$ cat src/logic/uedb_consts.svh
`ifndef UEDB_CONSTS_SVH
`define UEDB_CONSTS_SVH

// global registers of the descriptor block
`define UEDB_ADDR_IRQ_STATUS 8'h00
`define UEDB_ADDR_IRQ_MASK 8'h01
// endpoint n (1..3) occupies addresses n*8 .. n*8+6
`define UEDB_EP_SHIFT 3
`define UEDB_REG_CONFIG 3'h0
`define UEDB_REG_X_BASE 3'h1
`define UEDB_REG_X_COUNT 3'h2
`define UEDB_REG_Y_BASE 3'h3
`define UEDB_REG_Y_COUNT 3'h4
`define UEDB_REG_IN_SIZE 3'h5
`define UEDB_REG_OUT_SIZE 3'h6
// field positions of in_endpoint_config
`define UEDB_CFG_IRQ_EN 2
`define UEDB_CFG_STALL 3
`define UEDB_CFG_DOUBLE_BUF 4
`define UEDB_CFG_TOGGLE 5
`define UEDB_CFG_ISO 6
`define UEDB_CFG_MGR_EN 7
// empty flag of a byte count register
`define UEDB_CNT_NAK 7
// 7-bit size fields, top bit reserved
`define UEDB_FIELD_MASK 8'h7F
`define UEDB_CFG_RW_MASK 8'hFC
// reset values of every descriptor register
`define UEDB_REG_RESET 8'h00
`define UEDB_ENDPOINTS 3

`endif

$ cat src/logic/uedb_pkg.sv
package uedb_pkg;
  // answer of the device to a token
  typedef enum logic [2:0] {
    UEDB_RSP_NONE = 3'h0,
    UEDB_RSP_DATA = 3'h1,
    UEDB_RSP_NAK = 3'h2,
    UEDB_RSP_STALL = 3'h3,
    UEDB_RSP_SIZE = 3'h4
  } uedb_rsp_t;

  typedef enum logic {
    UEDB_D_IDLE = 1'b0,
    UEDB_D_WAIT_ACK = 1'b1
  } uedb_dev_state_t;

  typedef enum logic {
    UEDB_H_IDLE = 1'b0,
    UEDB_H_WAIT_RSP = 1'b1
  } uedb_host_state_t;
endpackage : uedb_pkg

$ cat src/logic/uedb_link_if.sv
`timescale 1ns/1ns
interface uedb_link_if;
  import uedb_pkg::*;
  logic tok_valid;
  logic tok_in;
  logic [1:0] tok_ep;
  logic rsp_valid;
  uedb_rsp_t rsp_code;
  logic rsp_pid;
  logic [10:0] rsp_addr;
  logic [6:0] rsp_count;
  logic hs_ack;

  modport device (
    input tok_valid, tok_in, tok_ep, hs_ack,
    output rsp_valid, rsp_code, rsp_pid, rsp_addr, rsp_count
  );
  modport host (
    output tok_valid, tok_in, tok_ep, hs_ack,
    input rsp_valid, rsp_code, rsp_pid, rsp_addr, rsp_count
  );
endinterface : uedb_link_if

$ cat src/logic/uedb_entry.sv
`timescale 1ns/1ns
`include "uedb_consts.svh"
// one endpoint descriptor entry: software and buffer manager share it
module uedb_entry (
  input wire logic clk_i,
  input wire logic rst_n_i,
  input wire logic wr_i,
  input wire logic [2:0] sel_i,
  input wire logic [7:0] wdata_i,
  input wire logic stall_clr_i,
  input wire logic done_i,
  input wire logic done_y_i,
  output logic [7:0] cfg_o,
  output logic [7:0] x_base_o,
  output logic [7:0] x_count_o,
  output logic [7:0] y_base_o,
  output logic [7:0] y_count_o,
  output logic [7:0] in_size_o,
  output logic [7:0] out_size_o,
  output logic [7:0] rdata_o
);
  logic cfg_wr;
  assign cfg_wr = wr_i && sel_i == `UEDB_REG_CONFIG;

  // configuration: a software write wins over the hardware updates
  always_ff @(posedge clk_i or negedge rst_n_i) begin
    if (!rst_n_i) begin
      cfg_o <= `UEDB_REG_RESET;
    end else if (cfg_wr) begin
      cfg_o <= wdata_i & `UEDB_CFG_RW_MASK;
    end else begin
      if (stall_clr_i) begin
        cfg_o[`UEDB_CFG_STALL] <= 1'b0;
      end
      if (done_i) begin
        cfg_o[`UEDB_CFG_TOGGLE] <= ~cfg_o[`UEDB_CFG_TOGGLE];
      end
    end
  end

  always_ff @(posedge clk_i or negedge rst_n_i) begin
    if (!rst_n_i) begin
      x_base_o <= `UEDB_REG_RESET;
      y_base_o <= `UEDB_REG_RESET;
    end else if (wr_i) begin
      if (sel_i == `UEDB_REG_X_BASE) begin
        x_base_o <= wdata_i;
      end
      if (sel_i == `UEDB_REG_Y_BASE) begin
        y_base_o <= wdata_i;
      end
    end
  end

  // byte counts: the buffer manager sets empty on completion, and that set wins over a write
  always_ff @(posedge clk_i or negedge rst_n_i) begin
    if (!rst_n_i) begin
      x_count_o <= `UEDB_REG_RESET;
      y_count_o <= `UEDB_REG_RESET;
    end else begin
      if (wr_i && sel_i == `UEDB_REG_X_COUNT) begin
        x_count_o <= {wdata_i[7] | (done_i & ~done_y_i), wdata_i[6:0]};
      end else if (done_i && !done_y_i) begin
        x_count_o[`UEDB_CNT_NAK] <= 1'b1;
      end
      if (wr_i && sel_i == `UEDB_REG_Y_COUNT) begin
        y_count_o <= {wdata_i[7] | (done_i & done_y_i), wdata_i[6:0]};
      end else if (done_i && done_y_i) begin
        y_count_o[`UEDB_CNT_NAK] <= 1'b1;
      end
    end
  end

  always_ff @(posedge clk_i or negedge rst_n_i) begin
    if (!rst_n_i) begin
      in_size_o <= `UEDB_REG_RESET;
      out_size_o <= `UEDB_REG_RESET;
    end else if (wr_i) begin
      if (sel_i == `UEDB_REG_IN_SIZE) begin
        in_size_o <= wdata_i & `UEDB_FIELD_MASK;
      end
      if (sel_i == `UEDB_REG_OUT_SIZE) begin
        out_size_o <= wdata_i & `UEDB_FIELD_MASK;
      end
    end
  end

  // read view of the entry, unused slot reads zero
  always_comb begin
    unique case (sel_i)
      `UEDB_REG_CONFIG: rdata_o = cfg_o;
      `UEDB_REG_X_BASE: rdata_o = x_base_o;
      `UEDB_REG_X_COUNT: rdata_o = x_count_o;
      `UEDB_REG_Y_BASE: rdata_o = y_base_o;
      `UEDB_REG_Y_COUNT: rdata_o = y_count_o;
      `UEDB_REG_IN_SIZE: rdata_o = in_size_o;
      `UEDB_REG_OUT_SIZE: rdata_o = out_size_o;
      default: rdata_o = 8'h00;
    endcase
  end
endmodule : uedb_entry

$ cat src/logic/uedb_device.sv
`timescale 1ns/1ns
`include "uedb_consts.svh"
module uedb_device
  import uedb_pkg::*;
#(
  parameter int ENDPOINTS = `UEDB_ENDPOINTS
) (
  input wire logic REF_CLK_I,
  input wire logic RESET_N_I,
  uedb_link_if.device LINK,
  input wire logic [7:0] REG_ADDR_I,
  input wire logic [7:0] REG_WDATA_I,
  input wire logic REG_WR_I,
  input wire logic REG_RD_I,
  output logic [7:0] REG_RDATA_O,
  output logic IRQ_O
);
  logic [7:0] cfg [ENDPOINTS];
  logic [7:0] x_base [ENDPOINTS];
  logic [7:0] x_count [ENDPOINTS];
  logic [7:0] y_base [ENDPOINTS];
  logic [7:0] y_count [ENDPOINTS];
  logic [7:0] in_size [ENDPOINTS];
  logic [7:0] out_size [ENDPOINTS];
  logic [7:0] ep_rdata [ENDPOINTS];
  logic [ENDPOINTS-1:0] ep_hit;
  logic [ENDPOINTS-1:0] stall_clr;
  logic [ENDPOINTS-1:0] done;
  logic [ENDPOINTS-1:0] irq_status;
  logic [ENDPOINTS-1:0] irq_mask;
  logic [ENDPOINTS-1:0] irq_set;
  uedb_dev_state_t state;
  logic [1:0] pend_idx;
  logic pend_y;
  logic [1:0] tok_idx;
  logic tok_hit;
  logic [7:0] cur_cfg;
  uedb_rsp_t next_code;
  logic next_pid;
  logic [10:0] next_addr;
  logic [6:0] next_count;
  logic next_use_y;
  logic [7:0] next_rdata;

  // endpoint number from a register address, zero when the address is not an entry
  function automatic logic [1:0] ep_of(input logic [7:0] addr);
    if (addr[7:5] == 3'h0 && addr[2:0] <= `UEDB_REG_OUT_SIZE) begin
      return addr[4:3];
    end
    return 2'h0;
  endfunction : ep_of

  // token decode; endpoint 0 is not served by this block
  assign tok_hit = LINK.tok_valid && LINK.tok_ep != 2'h0;
  assign tok_idx = LINK.tok_ep - 2'h1;
  assign cur_cfg = cfg[tok_idx];

  // one descriptor entry per endpoint
  genvar g;
  generate
    for (g = 0; g < ENDPOINTS; g++) begin : g_ep
      assign ep_hit[g] = ep_of(REG_ADDR_I) == 2'(g + 1);
      // clear stall once STALL is sent
      assign stall_clr[g] = tok_hit && LINK.tok_in && tok_idx == 2'(g) && next_code == UEDB_RSP_STALL;
      assign done[g] = state == UEDB_D_WAIT_ACK && LINK.hs_ack && pend_idx == 2'(g);
      assign irq_set[g] = done[g] && cfg[g][`UEDB_CFG_IRQ_EN];
      uedb_entry u_entry (
        .clk_i(REF_CLK_I),
        .rst_n_i(RESET_N_I),
        .wr_i(REG_WR_I && ep_hit[g]),
        .sel_i(REG_ADDR_I[2:0]),
        .wdata_i(REG_WDATA_I),
        .stall_clr_i(stall_clr[g]),
        .done_i(done[g]),
        .done_y_i(pend_y),
        .cfg_o(cfg[g]),
        .x_base_o(x_base[g]),
        .x_count_o(x_count[g]),
        .y_base_o(y_base[g]),
        .y_count_o(y_count[g]),
        .in_size_o(in_size[g]),
        .out_size_o(out_size[g]),
        .rdata_o(ep_rdata[g])
      );
    end
  endgenerate

  // answer to a token, worked out in the cycle the token is seen
  always_comb begin
    next_code = UEDB_RSP_NONE;
    next_pid = 1'b0;
    next_addr = 11'h000;
    next_count = 7'h00;
    next_use_y = 1'b0;
    if (tok_hit && cur_cfg[`UEDB_CFG_MGR_EN]) begin
      if (!LINK.tok_in) begin
        // out size reported to the host side
        next_code = UEDB_RSP_SIZE;
        next_count = out_size[tok_idx][6:0];
      end else if (cur_cfg[`UEDB_CFG_STALL]) begin
        next_code = UEDB_RSP_STALL;
      end else begin
        // single buffer mode uses X only
        next_use_y = cur_cfg[`UEDB_CFG_DOUBLE_BUF] & cur_cfg[`UEDB_CFG_TOGGLE];
        next_pid = cur_cfg[`UEDB_CFG_TOGGLE];
        if (next_use_y) begin
          next_addr = {y_base[tok_idx], 3'b000};
          next_count = y_count[tok_idx][6:0];
          next_code = y_count[tok_idx][`UEDB_CNT_NAK] ? UEDB_RSP_NAK : UEDB_RSP_DATA;
        end else begin
          next_addr = {x_base[tok_idx], 3'b000};
          // counts above 64 are not guarded
          next_count = x_count[tok_idx][6:0];
          next_code = x_count[tok_idx][`UEDB_CNT_NAK] ? UEDB_RSP_NAK : UEDB_RSP_DATA;
        end
      end
    end
  end

  // response registers; valid is a one-cycle pulse after the token
  always_ff @(posedge REF_CLK_I or negedge RESET_N_I) begin
    if (!RESET_N_I) begin
      LINK.rsp_valid <= 1'b0;
      LINK.rsp_code <= UEDB_RSP_NONE;
      LINK.rsp_pid <= 1'b0;
      LINK.rsp_addr <= 11'h000;
      LINK.rsp_count <= 7'h00;
    end else begin
      LINK.rsp_valid <= tok_hit;
      if (tok_hit) begin
        LINK.rsp_code <= next_code;
        LINK.rsp_pid <= next_pid;
        LINK.rsp_addr <= next_addr;
        LINK.rsp_count <= next_count;
      end
    end
  end

  // transaction tracking: a data packet waits for the host ACK, a new token abandons it
  always_ff @(posedge REF_CLK_I or negedge RESET_N_I) begin
    if (!RESET_N_I) begin
      state <= UEDB_D_IDLE;
      pend_idx <= 2'h0;
      pend_y <= 1'b0;
    end else if (tok_hit) begin
      state <= next_code == UEDB_RSP_DATA ? UEDB_D_WAIT_ACK : UEDB_D_IDLE;
      pend_idx <= tok_idx;
      pend_y <= next_use_y;
    end else if (LINK.hs_ack) begin
      state <= UEDB_D_IDLE;
    end
  end

  // sticky completion status, cleared by reading it; a new event in that cycle wins
  always_ff @(posedge REF_CLK_I or negedge RESET_N_I) begin
    if (!RESET_N_I) begin
      irq_status <= '0;
    end else if (REG_RD_I && REG_ADDR_I == `UEDB_ADDR_IRQ_STATUS) begin
      irq_status <= irq_set;
    end else begin
      irq_status <= irq_status | irq_set;
    end
  end

  // interrupt mask, same layout as the status
  always_ff @(posedge REF_CLK_I or negedge RESET_N_I) begin
    if (!RESET_N_I) begin
      irq_mask <= '0;
    end else if (REG_WR_I && REG_ADDR_I == `UEDB_ADDR_IRQ_MASK) begin
      irq_mask <= REG_WDATA_I[ENDPOINTS-1:0];
    end
  end

  assign IRQ_O = |(irq_status & irq_mask);

  // read mux; unmapped addresses read zero
  always_comb begin
    next_rdata = 8'h00;
    if (REG_ADDR_I == `UEDB_ADDR_IRQ_STATUS) begin
      next_rdata = 8'(irq_status);
    end else if (REG_ADDR_I == `UEDB_ADDR_IRQ_MASK) begin
      next_rdata = 8'(irq_mask);
    end else if (ep_of(REG_ADDR_I) != 2'h0) begin
      next_rdata = ep_rdata[ep_of(REG_ADDR_I) - 2'h1];
    end
  end

  // read data stands only in the cycle after the strobe
  always_ff @(posedge REF_CLK_I or negedge RESET_N_I) begin
    if (!RESET_N_I) begin
      REG_RDATA_O <= 8'h00;
    end else begin
      REG_RDATA_O <= REG_RD_I ? next_rdata : 8'h00;
    end
  end
endmodule : uedb_device

$ cat src/flat_wrapper.sv
// flat-port wrapper written by rule: the top's interface ports become plain ports
module uedb_device_flat import uedb_pkg::*;
#(
  parameter int ENDPOINTS = `UEDB_ENDPOINTS
)
  (REF_CLK_I, RESET_N_I, REG_ADDR_I, REG_WDATA_I, REG_WR_I, REG_RD_I, REG_RDATA_O, IRQ_O, LINK_tok_valid, LINK_tok_in, LINK_tok_ep, LINK_hs_ack, LINK_rsp_valid, LINK_rsp_code, LINK_rsp_pid, LINK_rsp_addr, LINK_rsp_count);
  uedb_link_if LINK_i ();
  input wire logic REF_CLK_I;
  input wire logic RESET_N_I;
  input wire logic [7:0] REG_ADDR_I;
  input wire logic [7:0] REG_WDATA_I;
  input wire logic REG_WR_I;
  input wire logic REG_RD_I;
  output logic [7:0] REG_RDATA_O;
  output logic IRQ_O;
  input wire logic [$bits(LINK_i.tok_valid)-1:0] LINK_tok_valid;
  input wire logic [$bits(LINK_i.tok_in)-1:0] LINK_tok_in;
  input wire logic [$bits(LINK_i.tok_ep)-1:0] LINK_tok_ep;
  input wire logic [$bits(LINK_i.hs_ack)-1:0] LINK_hs_ack;
  output wire logic [$bits(LINK_i.rsp_valid)-1:0] LINK_rsp_valid;
  output wire logic [$bits(LINK_i.rsp_code)-1:0] LINK_rsp_code;
  output wire logic [$bits(LINK_i.rsp_pid)-1:0] LINK_rsp_pid;
  output wire logic [$bits(LINK_i.rsp_addr)-1:0] LINK_rsp_addr;
  output wire logic [$bits(LINK_i.rsp_count)-1:0] LINK_rsp_count;
  assign LINK_i.tok_valid = LINK_tok_valid;
  assign LINK_i.tok_in = LINK_tok_in;
  assign LINK_i.tok_ep = LINK_tok_ep;
  assign LINK_i.hs_ack = LINK_hs_ack;
  assign LINK_rsp_valid = LINK_i.rsp_valid;
  assign LINK_rsp_code = LINK_i.rsp_code;
  assign LINK_rsp_pid = LINK_i.rsp_pid;
  assign LINK_rsp_addr = LINK_i.rsp_addr;
  assign LINK_rsp_count = LINK_i.rsp_count;
  uedb_device #(.ENDPOINTS(ENDPOINTS)) u_core (.REF_CLK_I(REF_CLK_I), .RESET_N_I(RESET_N_I), .LINK(LINK_i), .REG_ADDR_I(REG_ADDR_I), .REG_WDATA_I(REG_WDATA_I), .REG_WR_I(REG_WR_I), .REG_RD_I(REG_RD_I), .REG_RDATA_O(REG_RDATA_O), .IRQ_O(IRQ_O));
endmodule
$ cat config.mk
export PLATFORM = sky130hd
export DESIGN_NAME = uedb_device_flat
export DESIGN_NICKNAME = d
export VERILOG_FILES = /design/src/logic/uedb_pkg.sv /design/src/logic/uedb_link_if.sv /design/src/logic/uedb_entry.sv /design/src/logic/uedb_device.sv /design/src/flat_wrapper.sv
export VERILOG_INCLUDE_DIRS = /design/src /design/src/logic
export SDC_FILE = /design/constraint.sdc
export NUM_CORES = 1
export LEC_CHECK = 0
export BUFFER_PORTS_ARGS = -buffer_cell sky130_fd_sc_hd__buf_2
export CORE_MARGIN = 2
export CORE_UTILIZATION = 36
export DETAILED_ROUTE_END_ITERATION = 16
export GPL_TIMING_DRIVEN = 0
export PLACE_DENSITY = 0.61
export RECOVER_POWER = 25
export SYNTH_ARGS = -nofsm -noshare
export SYNTH_HDL_FRONTEND = slang
export SYNTH_SLANG_ARGS = --single-unit
export TNS_END_PERCENT = 100
$ cat constraint.sdc
create_clock -name REF_CLK_I -period 4.91 [get_ports REF_CLK_I]
set_input_delay 0.982 -clock REF_CLK_I [delete_from_list [all_inputs] [get_ports REF_CLK_I]]
set_output_delay 0.982 -clock REF_CLK_I [all_outputs]
set_load 0.01 [all_outputs]
Word-level counts from Yosys, hierarchy flattened
Cells that the tools add are included.
{"block": "totals", "elab_cells": 248, "input_bits": 25, "ff_bits": 197}
{"block": "classes", "eq_ne": 16, "n_lt_le_gt_ge": 3, "n_reduce_logical": 71, "n_addsub": 2, "mux": 91, "n_bitwise": 21}
{"operator": "$pmux W8 S7", "n": 3}
{"operator": "$mux W8", "n": 16}
{"operator": "$bmux W8 S2", "n": 7}
{"operator": "$mux W11", "n": 4}
{"operator": "$mux W7", "n": 6}
{"operator": "$mux W1", "n": 39}
{"operator": "$logic_and A1 B1 Y1", "n": 37}
{"operator": "$reduce_bool A2 Y1", "n": 15}
{"operator": "$reduce_and A2 Y1", "n": 12}
{"operator": "$mux W2", "n": 11}
{"operator": "$mux W3", "n": 5}
{"operator": "$eq A3 B2 Y1 const B", "n": 3}
{"operator": "$eq A3 B3 Y1 const B", "n": 3}
{"operator": "$eq A2 B2 Y1 const B", "n": 4}
{"operator": "$eq A8 B1 Y1 const B", "n": 1}
{"operator": "$logic_not A8 Y1", "n": 1}
{"operator": "$and A1 B1 Y1", "n": 7}
{"operator": "$eq A2 B1 Y1 const B", "n": 3}
{"operator": "$eq A3 B1 Y1 const B", "n": 2}
{"operator": "$ge A3 B3 Y1 const B", "n": 2}
{"operator": "$logic_not A3 Y1", "n": 2}
{"operator": "$not A2 Y3", "n": 2}
{"operator": "$or A1 B1 Y1", "n": 6}
{"operator": "$logic_not A2 Y1", "n": 2}
{"operator": "7 further kinds", "n": 11}

Longest topological paths before layout
Gate-level depths: netlist (run 1).
{"block": "logic_depth", "ltp_word": 25, "ltp_mapped": 11, "ltp_nobuf": 8}

Hierarchy
Synthesis (run 1) repeated with hierarchy kept, for this count alone.
{"block": "hier_totals", "hier_cells": 874, "area_unflattened_um2": 10674.0}
{"mod": "uedb_entry", "area_per_inst_um2": 2536.2, "instances": 3, "cells_per_inst": 188}
{"mod": "uedb_device", "area_per_inst_um2": 3065.4, "instances": 1, "cells_per_inst": 310}

Worst setup path before layout (run 1)
No wires, ideal clock.
{"block": "synth_path", "kind": "in2reg", "start": "in LINK_tok_ep[0]", "end": "reg u_core.LINK.rsp_count[1]", "setup_ns": 0.124, "stages": 10, "setup_slack_ns": 1.928, "t_arrival_ns": 2.858, "required_time_ns": 4.786, "path_buffers": 3, "path_cell_list": "buf_4 > inv_1 > ha_1 > nor2b_2 > buf_6 > and3_1 > buf_4 > nor2_4 > mux2_4 > a211o_1"}
{"block": "synth_via", "elab_chain_cells": 10, "elab_cells_between_ends": 22}
{"element": "start: declaration", "line_no": "flat_wrapper.sv:18", "source": "input wire logic [$bits(LINK_i.tok_ep)-1:0] LINK_tok_ep;"}
{"element": "$sub A2 B1 Y2 *", "line_no": "uedb_device.sv:55", "source": "assign tok_idx = LINK.tok_ep - 2'h1;"}
{"element": "net u_core.tok_idx[0]", "line_no": "uedb_device.sv:35", "source": "logic [1:0] tok_idx;"}
{"element": "$not A2 Y3 (implied by the code) *"}
{"element": "$bmux W8 S2", "line_no": "uedb_device.sv:56", "source": "assign cur_cfg = cfg[tok_idx];"}
{"element": "$mux W8 (implied by the code) (2 in a row)", "line_no": "uedb_device.sv:56"}
{"element": "$and A1 B1 Y1", "line_no": "uedb_device.sv:104", "source": "next_use_y = cur_cfg[`UEDB_CFG_DOUBLE_BUF] & cur_cfg[`UEDB_CFG_TOGGLE];"}
{"element": "$mux W7", "line_no": "uedb_device.sv:106", "source": "if (next_use_y) begin"}
{"element": "$mux W7", "line_no": "uedb_device.sv:100", "source": "end else if (cur_cfg[`UEDB_CFG_STALL]) begin"}
{"element": "$mux W7", "line_no": "uedb_device.sv:96", "source": "if (!LINK.tok_in) begin"}
{"element": "$mux W7 *", "line_no": "uedb_device.sv:95", "source": "if (tok_hit && cur_cfg[`UEDB_CFG_MGR_EN]) begin"}
{"element": "end signal: assignment", "line_no": "uedb_device.sv:134", "source": "LINK.rsp_count <= next_count;"}
{"element": "end: declaration", "line_no": "uedb_link_if.sv:16", "source": "output rsp_valid, rsp_code, rsp_pid, rsp_addr, rsp_count"}
Mark *: on every way through the listed nets, which the timed path passes. The rest lies on a longest branch. The select of a mux whose other input is x is not followed.
A chain may end at the register's enable or synchronous reset.

Worst setup path in the final report (run 1)
{"block": "layout_path", "start": "in REG_ADDR_I[6]", "end": "reg u_core.REG_RDATA_O[0]"}
{"block": "layout_via", "elab_chain_cells": 19, "elab_cells_between_ends": 27}
{"element": "start: declaration", "line_no": "flat_wrapper.sv:10", "source": "input wire logic [7:0] REG_ADDR_I;"}
{"element": "$logic_not A3 Y1", "line_no": "uedb_device.sv:47", "source": "if (addr[7:5] == 3'h0 && addr[2:0] <= `UEDB_REG_OUT_SIZE) begin"}
{"element": "$logic_and A1 B1 Y1 (no line)"}
{"element": "$mux W1", "line_no": "uedb_device.sv:47"}
{"element": "$mux W1", "line_no": "uedb_device.sv:183", "source": "end else if (ep_of(REG_ADDR_I) != 2'h0) begin"}
{"element": "$mux W1", "line_no": "uedb_device.sv:181", "source": "end else if (REG_ADDR_I == `UEDB_ADDR_IRQ_MASK) begin"}
{"element": "$mux W1", "line_no": "uedb_device.sv:179", "source": "if (REG_ADDR_I == `UEDB_ADDR_IRQ_STATUS) begin"}
{"element": "$mux W2", "line_no": "uedb_device.sv:50", "source": "return 2'h0;"}
{"element": "$mux W2", "line_no": "uedb_device.sv:183"}
{"element": "[2 not listed]"}
{"element": "$sub A2 B1 Y2", "line_no": "uedb_device.sv:184", "source": "next_rdata = ep_rdata[ep_of(REG_ADDR_I) - 2'h1];"}
{"element": "$not A2 Y3 (implied by the code)", "line_no": "uedb_device.sv:184"}
{"element": "$bmux W8 S2", "line_no": "uedb_device.sv:184"}
{"element": "$mux W8 (implied by the code) (2 in a row)", "line_no": "uedb_device.sv:184"}
{"element": "$mux W8", "line_no": "uedb_device.sv:183"}
{"element": "$mux W8", "line_no": "uedb_device.sv:181"}
{"element": "$mux W8 *", "line_no": "uedb_device.sv:179"}
{"element": "$mux W8 *", "line_no": "uedb_device.sv:193", "source": "REG_RDATA_O <= REG_RD_I ? next_rdata : 8'h00;"}
{"element": "end signal: assignment", "line_no": "uedb_device.sv:193"}
{"element": "end: declaration", "line_no": "uedb_device.sv:15", "source": "output logic [7:0] REG_RDATA_O,"}
Mark *: on every way between the ends. The rest lies on a longest branch, timed or not. The select of a mux whose other input is x is not followed.

==> impl_metrics.csv, run 1 <==
group,metric,value,unit
run_status,status,"complete, but fails checks",
run_status,failed_checks,"max-capacitance violations, max-slew violations",
setup_path,critPathLaunchType,"primary input",
setup_path,ff2ff_path_depth,6,
yosys,async_reset_ff_share,100,%
global_routing,grtUsageTotal,25.1,%
cts,clockRootBuffer,"clkbuf_16",
cts,cts.path.max_buffers,2,
die,dieArea,0.0306,mm^2
route,remaining_drc_errors,0,
final_layout,layout.area.seq,0.00485,mm^2
yosys,synthCells,894,
setup_path,worst-r2r-setup-slack,2.57,ns
final_layout,syn_to_final_growth,12.3,%
setup_path,cpMaxStageDelayCell,"clkbuf_1",
setup_path,crit_chain,"buf_2, nor4b_4, and2_1, buf_2, ha_1, clkbuf_1, nand3_1, a311oi_1, a221oi_1, o22ai_1",
yosys,synthFlopType,"dfrtp_1",
global_routing,use_met3,6.38,%
sta,fin_crit_sh,75.5,%
min_path,hold_class,"flip-flop to flip-flop",
sta,min_period,3.71,ns
power_and_ir_drop,vdd_drop_max,0.270,mV
setup_path,cpLargestDelayFamily,"simple AND/OR/NAND/NOR gates",
die,die-height,175,um
power_and_ir_drop,powerDensity,295,mW/mm^2
cts,hold_buffers,0,
setup_path,arrival,4.07,ns
min_path,hold_depth,2,
placement,pre_cts_slack,0.947,ns
sta,setup_violations,0,
yosys,ys.warnings.count,0,
final_layout,final_area,0.0118,mm^2
placement,hpwl,27200,um
sta,fmax,270,MHz
global_routing,grt_pass1_vias,8009,
setup_path,crit_fanout,11,
cts,clkSinkCount,194,
yosys,yosysSeqAreaShare,46.2,%
global_routing,busiest_layer,"met2",
final_layout,num_antenna_cells,0,
sta,tightest_slew,2.16,ns
setup_path,max_stage_delay,0.52,ns
global_routing,antenna_found_initial,1,
cts,path_clk_slew,0.07,ns
sta,layout_setup_ws,1.20,ns
min_path,min_to,"u_core.LINK.rsp_addr[5]$_DFFE_PN0P_",
setup_path,r2r_start,"u_core.g_ep[0].u_entry.cfg_o[5]$_DFFE_PN0P_",
power_and_ir_drop,p_total,0.00349,W
yosys,syn_avg_cell_area,11.8,um^2
route,via_per_inst,6.06,
route,routedWlPerCell,27.7,um
global_routing,grt_max_degree,115,
yosys,ys_ff_latch,194,
setup_path,r2r_end,"u_core.LINK.rsp_addr[5]$_DFFE_PN0P_",
die,io_pins,57,
power_and_ir_drop,cellLeakagePower,5.37,nW
die,fp.dieW,175,um
final_layout,drive_gt1_share,34.0,%
sta,fin_setup_tns,0,ns
sta,finalHoldViolCount,0,
placement,gp_congestion,1.00,
final_layout,nets,998,
cts,ctsHtreeMaxLevel,4,
route,drt_iter0_markers,855,
global_routing,gr-total-overflow,0,
placement,port_buffers,49,
min_path,hold_path.startpoint,"u_core.LINK.rsp_addr[5]$_DFFE_PN0P_",
cts,clock_latency,0.44,ns
route,finalWirelength,37800,um
setup_path,cp_common_cell,"buf_2",
route,firstDrtPassIters,5,
cts,cts_resized,0,
placement,postPlaceCellArea,0.0113,mm^2
setup_path,crit_type,"primary input to flip-flop",
yosys,synth.distinct_cells,75,
cts,post-cts-setup-buffers,0,
global_routing,grt_pass1_wl,55700,um
final_layout,multi_input_area,0.00519,mm^2
die,initial_core_util,36.6,%
sta,slew_viol_final,81,
sta,slew_headroom,-43.9,%
yosys,synth_area,0.0105,mm^2
global_routing,grt_use_met2,37.2,%
sta,rsz0062_at_grt,"no",
setup_path,worstSetupEndpointType,"flip-flop",
route,drtAntennaViolNets,0,
die,core-area,0.0287,mm^2
run,drv_cap,1,
global_routing,use_met1,33.6,%
final_layout,fill_cells,2791,
die,rows,62,
route,vias,8253,
sta,finalClockSkew,0.00983,ns
setup_path,cp.required,5.27,ns
cts,cts_tree,"built",
setup_path,critPathBufInv,3,
cts,cts_buffers,17,
yosys,synth-edff-count,0,
## placed cells by master, fill, tap and decap left out, types with 5 or more instances in the layout
cell / count
nand4_1: 6
o21ai_0: 41
a22oi_1: 10
a22o_1: 8
nor2b_1: 17
nor2_2: 14
clkbuf_16: 17
buf_2: 64
dfrtp_1: 194
and4_1: 9
buf_4: 16
a21o_1: 7
o2111ai_1: 11
o211ai_1: 13
inv_1: 13
nand2_1: 50
mux2_2: 166
a21oi_1: 26
a2bb2oi_1: 8
and3_1: 6
a221oi_1: 9
ha_1: 8
clkbuf_1: 28
buf_6: 9
nand3_1: 35
a31oi_1: 24
mux2i_1: 46
mux4_2: 10
inv_6: 5
## power by group
part           leakage (nW)  internal (W)  switching (W)
clock                 0.261      0.000659       0.000668
combinational          2.46      0.000162       0.000246
sequential             2.65       0.00168      0.0000766
total                  5.37       0.00250       0.000990
## synthesized netlist by cell type (all sizes together), types with 5 or more instances
cell type	number	area, um^2
dfrtp	194	4850
mux2	167	1880
nand2	50	188
mux2i	46	460
buf	45	328
o21ai	43	215
nand3	37	195
clkbuf	27	103
a21oi	26	130
a31oi	24	150
nor2	19	114
nor2b	18	115
inv	13	48.8
o211ai	13	97.6
o2111ai	11	96.3
a22oi	10	75.1
mux4	10	225
a221oi	9	78.8
and4	9	78.8
nor3	9	93.8
a22o	8	70.1
a2bb2oi	8	70.1
ha	8	100
a21o	7	52.6
nand4	7	50.1
and3	6	37.5
nor3b	5	48.8
## registers in the layout (all words and copies together), names as in the netlist
name and count:
u_core.g_ep.u_entry.cfg_o 18, u_core.irq_status 3, u_core.g_ep.u_entry.out_size_o 21, u_core.irq_mask 3, u_core.LINK.rsp_valid 1, u_core.LINK.rsp_addr 8
u_core.g_ep.u_entry.y_base_o 24, u_core.g_ep.u_entry.x_base_o 24, u_core.LINK.rsp_pid 1, u_core.REG_RDATA_O 8, u_core.g_ep.u_entry.x_count_o 24, u_core.pend_idx 2
u_core.pend_y 1, u_core.g_ep.u_entry.y_count_o 24, u_core.LINK.rsp_code 3, u_core.state 1, u_core.g_ep.u_entry.in_size_o 21, u_core.LINK.rsp_count 7
## how the worst max path moves through the flow
stage              startpoint                              endpoint  slack, ns  depth (start not counted)
2_1_floorplan  LINK_tok_ep[0]  u_core.LINK.rsp_count[1]$_DFFE_PN0P_       1.93                         10
3_3_place_gp        RESET_N_I       u_core.REG_RDATA_O[7]$_DFF_PN0_      -0.50                          1
3_5_place_dp    REG_ADDR_I[1]       u_core.REG_RDATA_O[0]$_DFF_PN0_       0.95                         10
4_1_cts         REG_ADDR_I[6]       u_core.REG_RDATA_O[0]$_DFF_PN0_       1.40                         10
5_1_grt         REG_ADDR_I[6]       u_core.REG_RDATA_O[0]$_DFF_PN0_       1.24                         10
6_report        REG_ADDR_I[6]       u_core.REG_RDATA_O[0]$_DFF_PN0_       1.20                         10
## worst reg2reg max path, stage by stage (launching register included)
cell and delay (ns):
dfrtp_1 0.46, and3_1 0.23, o21ai_1 0.41, buf_2 0.34
a21oi_1 0.11, a31oi_1 0.49, nand4_1 0.16
## cell families (layout without fill, tap and decap cells)
group	after synthesis	count (layout)	share of synthesized area, %
simple gates	180	180	10.4
fa+ha+maj	8	8	0.952
mux	223	223	24.4
xor+xnor	3	3	0.250
compound gates	200	200	13.1
other cells	1	3	0.0357
buf+inv	85	167	4.56
flops	194	194	46.2
## per-stage QoR
stage / std cells / util [%] / hold WS, ns
after floorplan: 896 / - / 0.475
after global placement: 1329 / 39.2 / 0.465
after detailed placement: 1330 / 39.3 / 0.466
after CTS: 1362 / 41.2 / 0.483
after global routing: 1362 / 41.2 / 0.512
final: 1362 / 41.2 / 0.482
## final cells by class
type	count	share of cell area, %
plain buffers	72	3.64
clock buffers	19	3.67
clock inverters	13	0.869
inverters	13	0.413
multi-input cells	617	43.9
flip-flops and latches	194	41.1
well taps	384	4.07
repair buffers	50	2.31
## routing by layer
layer,part of all wire (%),wire (um)
met5,0.024,9
met4,5.4,2050
met2,44,16700
met1,41,15300
met3,9.6,3640
Power figures use the tool's default switching activity.
==> run 2, diff against run 1 <==
--- a/config.mk
+++ b/config.mk
@@ -6,12 +6,13 @@
 export SDC_FILE = /design/constraint.sdc
 export NUM_CORES = 1
 export LEC_CHECK = 0
+export ABC_AREA = 1
 export BUFFER_PORTS_ARGS = -buffer_cell sky130_fd_sc_hd__buf_2
 export CORE_MARGIN = 2
 export CORE_UTILIZATION = 36
 export DETAILED_ROUTE_END_ITERATION = 16
 export GPL_TIMING_DRIVEN = 0
-export PLACE_DENSITY = 0.61
+export PLACE_DENSITY = 0.63
 export RECOVER_POWER = 25
 export SYNTH_ARGS = -nofsm -noshare
 export SYNTH_HDL_FRONTEND = slang
==> constraint.sdc (replaced) <==
create_clock -name REF_CLK_I -period 3.1 [get_ports REF_CLK_I]
set_input_delay 0.62 -clock REF_CLK_I [delete_from_list [all_inputs] [get_ports REF_CLK_I]]
set_output_delay 0.62 -clock REF_CLK_I [all_outputs]
set_load 0.01 [all_outputs]
==> run 2 against run 1 <==
Cell count grew 32%. Worst hold slack lost 0.087 ns. Design area shrank 3.5%. Largest power group unchanged. The run still ends with max-capacitance violations, max-slew violations left. Non-clock buffer count shrank 2. Critical endpoint is now u_core.g_ep[0].u_entry.y_count_o[4]$_DFFE_PN0P_. Routed wire length shrank 0.26%. Largest cell class is now flip-flops and latches. Utilization is essentially flat. Total power grew 73%. Clock skew grew 0.0019 ns. Clock-buffer cell count shrank 2.
==> impl_metrics.csv, run 2 <==
group,metric,value,unit
sta,min_period,2.89,ns
setup_path,arrival,3.19,ns
setup_path,critPathLaunchType,"primary input",
global_routing,use_met1,34.6,%
placement,port_buffers,49,
route,routedWlPerCell,21.0,um
yosys,synth.area.top_cells,"dfrtp_1 48%, nand2_1 14%, o21ai_0 13%",
sta,slew_headroom,-27.2,%
cts,clock_latency,0.45,ns
yosys,synth_top_area_cell,"dfrtp_1",
setup_path,worstSetupEndpointType,"flip-flop",
die,die-height,171,um
sta,tightest_slew,1.91,ns
setup_path,worst-r2r-setup-slack,1.36,ns
global_routing,grt_max_degree,122,
setup_path,r2r_end,"u_core.LINK.rsp_count[6]$_DFFE_PN0P_",
setup_path,critPathBufInv,5,
sta,rsz0062_at_grt,"no",
global_routing,grt_pass1_vias,8990,
die,initial_core_util,36.4,%
final_layout,final_common_cell,"nand2_1",
cts,cts.path.max_buffers,2,
yosys,post-synth-top-count-cell,"nand2_1",
sta,whs,0.395,ns
yosys,yosysSeqAreaShare,48.1,%
setup_path,crit_type,"primary input to flip-flop",
yosys,synthCells,1333,
final_layout,fin_util,41.2,%
yosys,synth.distinct_cells,36,
min_path,hold_class,"primary input to flip-flop",
setup_path,crit_fanout,11,
cts,clockRootBuffer,"clkbuf_16",
setup_path,max_stage_delay,0.32,ns
yosys,synth-edff-count,0,
cts,cts_buffers,17,
global_routing,grtUsageTotal,26.2,%
route,drt_iter0_markers,1349,
final_layout,nets,1436,
setup_path,ff2ff_path_depth,8,
run_status,failed_checks,"max-capacitance violations, max-slew violations",
die,rows,61,
cts,path_clk_slew,0.08,ns
yosys,synthFlopType,"dfrtp_1",
setup_path,cpLargestDelayFamily,"buffers and inverters",
setup_path,crit_chain,"buf_2, buf_6, nand3_2, nand3_1, nor2_2, buf_2, ha_1, nand2_1, inv_1, nand2_1, buf_2, nand2_1, o21ai_0",
min_path,hold_depth,2,
global_routing,grt_pass1_wl,56000,um
yosys,async_reset_ff_share,100,%
route,vias,9743,
global_routing,grt_use_met2,40.2,%
yosys,syn_avg_cell_area,7.57,um^2
sta,finalClockSkew,0.0117,ns
cts,cts_tree,"built",
min_path,min_to,"u_core.LINK.rsp_code[2]$_DFFE_PN0P_",
power_and_ir_drop,powerDensity,528,mW/mm^2
yosys,synth_top_area_share,48.1,%
global_routing,use_met3,5.41,%
cts,clkSinkCount,194,
setup_path,cpMaxStageDelayCell,"buf_2",
sta,fmax,346,MHz
setup_path,r2r_start,"u_core.g_ep[1].u_entry.cfg_o[7]$_DFFE_PN0P_",
min_path,hold_path.startpoint,"LINK_tok_in",
setup_path,crit_cells,13,
global_routing,gr-total-overflow,0,
route,remaining_drc_errors,0,
power_and_ir_drop,vdd_drop_max,0.385,mV
final_layout,num_antenna_cells,0,
yosys,synth_area,0.0101,mm^2
global_routing,busiest_layer,"met2",
placement,hpwl,28500,um
sta,fin_crit_sh,93.3,%
sta,setup_violations,0,
yosys,ys.warnings.count,0,
cts,ctsHtreeMaxLevel,4,
die,dieArea,0.0294,mm^2
global_routing,antenna_found_initial,0,
final_layout,syn_to_final_growth,13.0,%
setup_path,cp.required,3.39,ns
power_and_ir_drop,p_total,0.00603,W
final_layout,final_cell_mix,"380 x nand2_1, 259 x o21ai_0, 194 x dfrtp_1, 118 x inv_1, 99 x nor2_1",
placement,gp_congestion,1.00,
final_layout,final_area,0.0114,mm^2
run_status,status,"complete, but fails checks",
power_and_ir_drop,cellLeakagePower,5.40,nW
die,fp.dieW,171,um
yosys,ys_ff_latch,194,
placement,postPlaceCellArea,0.0109,mm^2
run,drv_cap,1,
sta,finalHoldViolCount,0,
route,via_per_inst,5.43,
yosys,synth_common_cells,"380 x nand2_1, 259 x o21ai_0, 194 x dfrtp_1, 118 x inv_1, 100 x nor2_1",
route,firstDrtPassIters,8,
route,drtAntennaViolNets,0,
die,core-area,0.0277,mm^2
final_layout,drive_gt1_share,11.3,%
route,finalWirelength,37700,um
sta,slew_viol_final,75,
die,io_pins,57,
==> run 2: changes by cell type in the layout (fill, tap and decap cells not counted), moves of 29 or more <==
cell / previous run / this run
mux2_2: 166 / 0
a21oi_1: 26 / 55
mux2i_1: 46 / 0
inv_1: 13 / 118
o21ai_0: 41 / 259
nor2_1: 4 / 99
nand2_1: 50 / 380
==> run 2: area by class of cell <==
class                           count  area [um^2]
Buffer                             70          377
Clock buffer                       17          425
Clock inverter                     15          149
Fill cell                        2889        16300
Inverter                          128          480
Multi-Input combinational cell    942         4390
Sequential cell                   194         4850
Tap cell                          378          473
Timing Repair Buffer               50          256
==> run 2: power by group <==
part	leakage [nW]	internal (W)	switching, W
logic	2.62	0.000272	0.000680
clock network	0.276	0.00113	0.00109
registers	2.51	0.00271	0.000136
==> run 2: per-layer routing <==
| metal | vias to the layer above | wire length (um) | share of wire (%) |
|---|---|---|---|
| met2 | 485 | 16700 | 44 |
| met4 | 0 | 2160 | 5.7 |
| met1 | 4676 | 15700 | 42 |
| li1 | 4478 | - | - |
| met3 | 104 | 3020 | 8.0 |
| met5 | - | 0 | 0 |
==> run 2: worst register-to-register path, cell delays in order (launching register included) <==
cell,delay (ns)
dfrtp_1,0.42
o21ai_0,0.10
o21ai_0,0.25
nand2_1,0.18
nor2_4,0.20
nand2_4,0.13
inv_2,0.17
nand3_1,0.14
nand2_1,0.10
==> run 2: how the worst max path moves through the flow <==
stage | from | to
after global placement | RESET_N_I | u_core.g_ep[0].u_entry.in_size_o[0]$_DFFE_PN0P_
final | REG_ADDR_I[0] | u_core.g_ep[0].u_entry.y_count_o[4]$_DFFE_PN0P_
after floorplan | LINK_tok_ep[0] | u_core.g_ep[0].u_entry.cfg_o[3]$_DFFE_PN0P_
after detailed placement | LINK_tok_ep[0] | u_core.LINK.rsp_count[1]$_DFFE_PN0P_
after CTS | REG_ADDR_I[0] | u_core.g_ep[0].u_entry.y_count_o[4]$_DFFE_PN0P_
after global routing | RESET_N_I | u_core.g_ep[1].u_entry.in_size_o[1]$_DFFE_PN0P_
==> run 2: timing repair <==
action                     CTS  global route
setup endpoints to repair   12             0
gates resized for setup      1             0
setup buffers                0             0
hold buffers                 0             0
==> run 2: kinds of logic (layout without fill, tap and decap cells) <==
group | Yosys count | in the layout | share of synthesized area, %
AOI/OAI and AO/OA | 366 | 366 | 19.1
buffers and inverters | 199 | 280 | 8.53
adders and majority gates | 8 | 8 | 0.992
xor gates and xnor gates | 3 | 3 | 0.260
other | 1 | 3 | 0.0372
DFF | 194 | 194 | 48.1
and+or+nand+nor | 562 | 562 | 23.0
==> run 2: metrics by stage <==
stage / std cells / setup WS [ns] / TNS, ns
3_5_place_dp: 1763 / -0.607 / -18.26
4_1_cts: 1794 / 0.249 / 0
5_1_grt: 1794 / 0.0365 / 0
6_report: 1794 / 0.208 / 0
3_3_place_gp: 1762 / -1.94 / -385.69
2_1_floorplan: 1335 / 0.592 / 0
==> run 3, diff against run 2 <==
--- a/config.mk
+++ b/config.mk
@@ -14,6 +14,7 @@
 export GPL_TIMING_DRIVEN = 0
 export PLACE_DENSITY = 0.63
 export RECOVER_POWER = 25
+export REMOVE_ABC_BUFFERS = 1
 export SYNTH_ARGS = -nofsm -noshare
 export SYNTH_HDL_FRONTEND = slang
 export SYNTH_SLANG_ARGS = --single-unit
==> constraint.sdc (replaced) <==
create_clock -name REF_CLK_I -period 2.6 [get_ports REF_CLK_I]
set_input_delay 0.52 -clock REF_CLK_I [delete_from_list [all_inputs] [get_ports REF_CLK_I]]
set_output_delay 0.52 -clock REF_CLK_I [all_outputs]
set_load 0.01 [all_outputs]
==> run 3 against run 2 <==
The flow still finishes with violations (max-capacitance violations, max-slew violations). Worst setup slack got worse by 0.089 ns. Total power rose by 18%. Critical path depth fell by 4. Register-to-register slack got worse by 0.52 ns. Sequential share of layout area barely moved. Combinational power rose by 17%. Utilization barely moved. Clock-buffer cell count did not move. Design area barely moved. Critical path type unchanged.
==> impl_metrics.csv, run 3 (synthesis results as in run 2) <==
group,metric,value,unit
cts,cts.path.max_buffers,2,
sta,fin_crit_sh,95.5,%
setup_path,arrival,2.75,ns
placement,placed_cells,1698,
global_routing,antenna_found_initial,0,
final_layout,nets,1381,
global_routing,grt_max_degree,75,
sta,rsz0062_at_grt,"no",
placement,hpwl,22100,um
setup_path,ff2ff_path_depth,7,
min_path,hold_path.startpoint,"REG_WDATA_I[0]",
global_routing,grtUsageTotal,23.7,%
global_routing,busiest_layer,"met2",
global_routing,gr-total-overflow,0,
cts,ctsHtreeMaxLevel,4,
route,vias,9241,
die,fp.dieW,171,um
cts,clkSinkCount,194,
final_layout,final_area,0.0114,mm^2
die,core-area,0.0277,mm^2
sta,slew_headroom,-8.32,%
global_routing,use_met3,3.91,%
sta,setup_violations,0,
power_and_ir_drop,p_total,0.00712,W
setup_path,r2r_start,"u_core.g_ep[2].u_entry.cfg_o[5]$_DFFE_PN0P_",
global_routing,grt_pass1_wl,52200,um
cts,cts_buffers,17,
final_layout,final_common_cell,"nand2_1",
die,io_pins,57,
route,via_per_inst,5.31,
die,initial_core_util,36.4,%
setup_path,cp.required,2.87,ns
power_and_ir_drop,cellLeakagePower,5.35,nW
setup_path,worst-r2r-setup-slack,0.84,ns
final_layout,fin_util,41.2,%
global_routing,grt_use_met2,36.7,%
power_and_ir_drop,powerDensity,624,mW/mm^2
run_status,failed_checks,"max-capacitance violations, max-slew violations",
cts,cts_tree,"built",
route,drt_iter0_markers,1166,
power_and_ir_drop,vdd_drop_max,0.344,mV
sta,min_period,2.48,ns
min_path,hold_class,"primary input to flip-flop",
sta,tightest_slew,1.62,ns
route,remaining_drc_errors,0,
run_status,status,"complete, but fails checks",
placement,postPlaceCellArea,0.0105,mm^2
die,rows,61,
cts,path_clk_slew,0.08,ns
final_layout,fill_cells,2841,
cts,clockRootBuffer,"clkbuf_16",
placement,gp_congestion,0.889,
final_layout,final_cell_mix,"371 x nand2_1, 258 x o21ai_0, 194 x dfrtp_1, 118 x inv_1, 94 x nor2_1",
setup_path,crit_fanout,19,
run,drv_cap,1,
setup_path,r2r_end,"u_core.LINK.rsp_count[2]$_DFFE_PN0P_",
die,die-height,171,um
sta,finalClockSkew,0.0150,ns
global_routing,grt_pass1_vias,8833,
global_routing,use_met1,32.3,%
cts,clock_latency,0.45,ns
final_layout,syn_to_final_growth,13.1,%
sta,fmax,403,MHz
setup_path,critPathLaunchType,"primary input",
cts,hold_buffers,0,
route,finalWirelength,33800,um
final_layout,drive_gt1_share,10.9,%
setup_path,crit_type,"primary input to flip-flop",
route,drtAntennaViolNets,0,
setup_path,worstSetupEndpointType,"flip-flop",
route,routedWlPerCell,19.4,um
final_layout,fin_cells,1739,
min_path,min_to,"u_core.g_ep[0].u_entry.in_size_o[0]$_DFFE_PN0P_",
placement,port_buffers,53,
route,firstDrtPassIters,5,
sta,slew_viol_final,62,
sta,finalHoldViolCount,0,
final_layout,num_antenna_cells,0,
die,dieArea,0.0294,mm^2
sta,whs,0.311,ns
min_path,hold_depth,3,
[run 3: layout make-up]
class / count / area (um^2) / area share [%]
Tap cell: 378 / 473 / 4.14
Multi-Input combinational cell: 942 / 4480 / 39.2
Timing Repair inverter: 1 / 11.3 / 0.0987
Sequential cell: 194 / 4850 / 42.5
Clock buffer: 17 / 425 / 3.73
Timing Repair Buffer: 64 / 473 / 4.14
Inverter: 128 / 537 / 4.70
Clock inverter: 15 / 163 / 1.43
[run 3: what timing repair did]
| action | CTS | global route |
|---|---|---|
| pin swaps | 3 | 2 |
| hold endpoints to repair | 0 | 0 |
| gates resized for setup | 32 | 13 |
| cloned | 2 | 1 |
| endpoints found under the setup margin | 122 | 91 |
| setup buffers | 2 | 4 |
[run 3: power by group]
group          total [W]  internal [W]  switching, W
Sequential       0.00337       0.00324      0.000139
Clock            0.00264       0.00129       0.00134
Combinational    0.00111      0.000335      0.000779
[run 3: per-stage QoR]
stage / TNS (ns) / setup WS [ns]
2_1_floorplan: -6.70 / -0.365
4_1_cts: 0 / 0.000283
3_5_place_dp: -132.16 / -2.54
5_1_grt: 0 / 0.0199
3_3_place_gp: -624.69 / -4.46
6_report: 0 / 0.118
[run 3: layer usage]
metal,part of all wire [%],routed length (um)
met5,0,0
met4,3.8,1270
met3,9.7,3270
met2,45,15300
met1,41,14000
[run 3: worst max-delay path by stage]
stage / to / startpoint / cells past startpoint
after CTS: u_core.REG_RDATA_O[1]$_DFF_PN0_ / REG_ADDR_I[2] / 11
after global placement: u_core.LINK.rsp_addr[9]$_DFFE_PN0P_ / LINK_tok_ep[0] / 10
after global routing: u_core.g_ep[2].u_entry.x_count_o[0]$_DFFE_PN0P_ / REG_ADDR_I[2] / 10
final: u_core.g_ep[0].u_entry.x_count_o[7]$_DFFE_PN0P_ / REG_ADDR_I[2] / 9
after floorplan: u_core.LINK.rsp_pid$_DFFE_PN0P_ / LINK_tok_ep[0] / 12
after detailed placement: u_core.LINK.rsp_count[1]$_DFFE_PN0P_ / LINK_tok_ep[0] / 13
[run 3: critical path, cell delays in order]
cell      delay [ns]
buf_2           0.38
nand3_2         0.18
nand3_1         0.19
nor2_1          0.12
inv_1           0.09
ha_1            0.14
nand2_1         0.18
nor2_2          0.72
o221ai_1        0.23
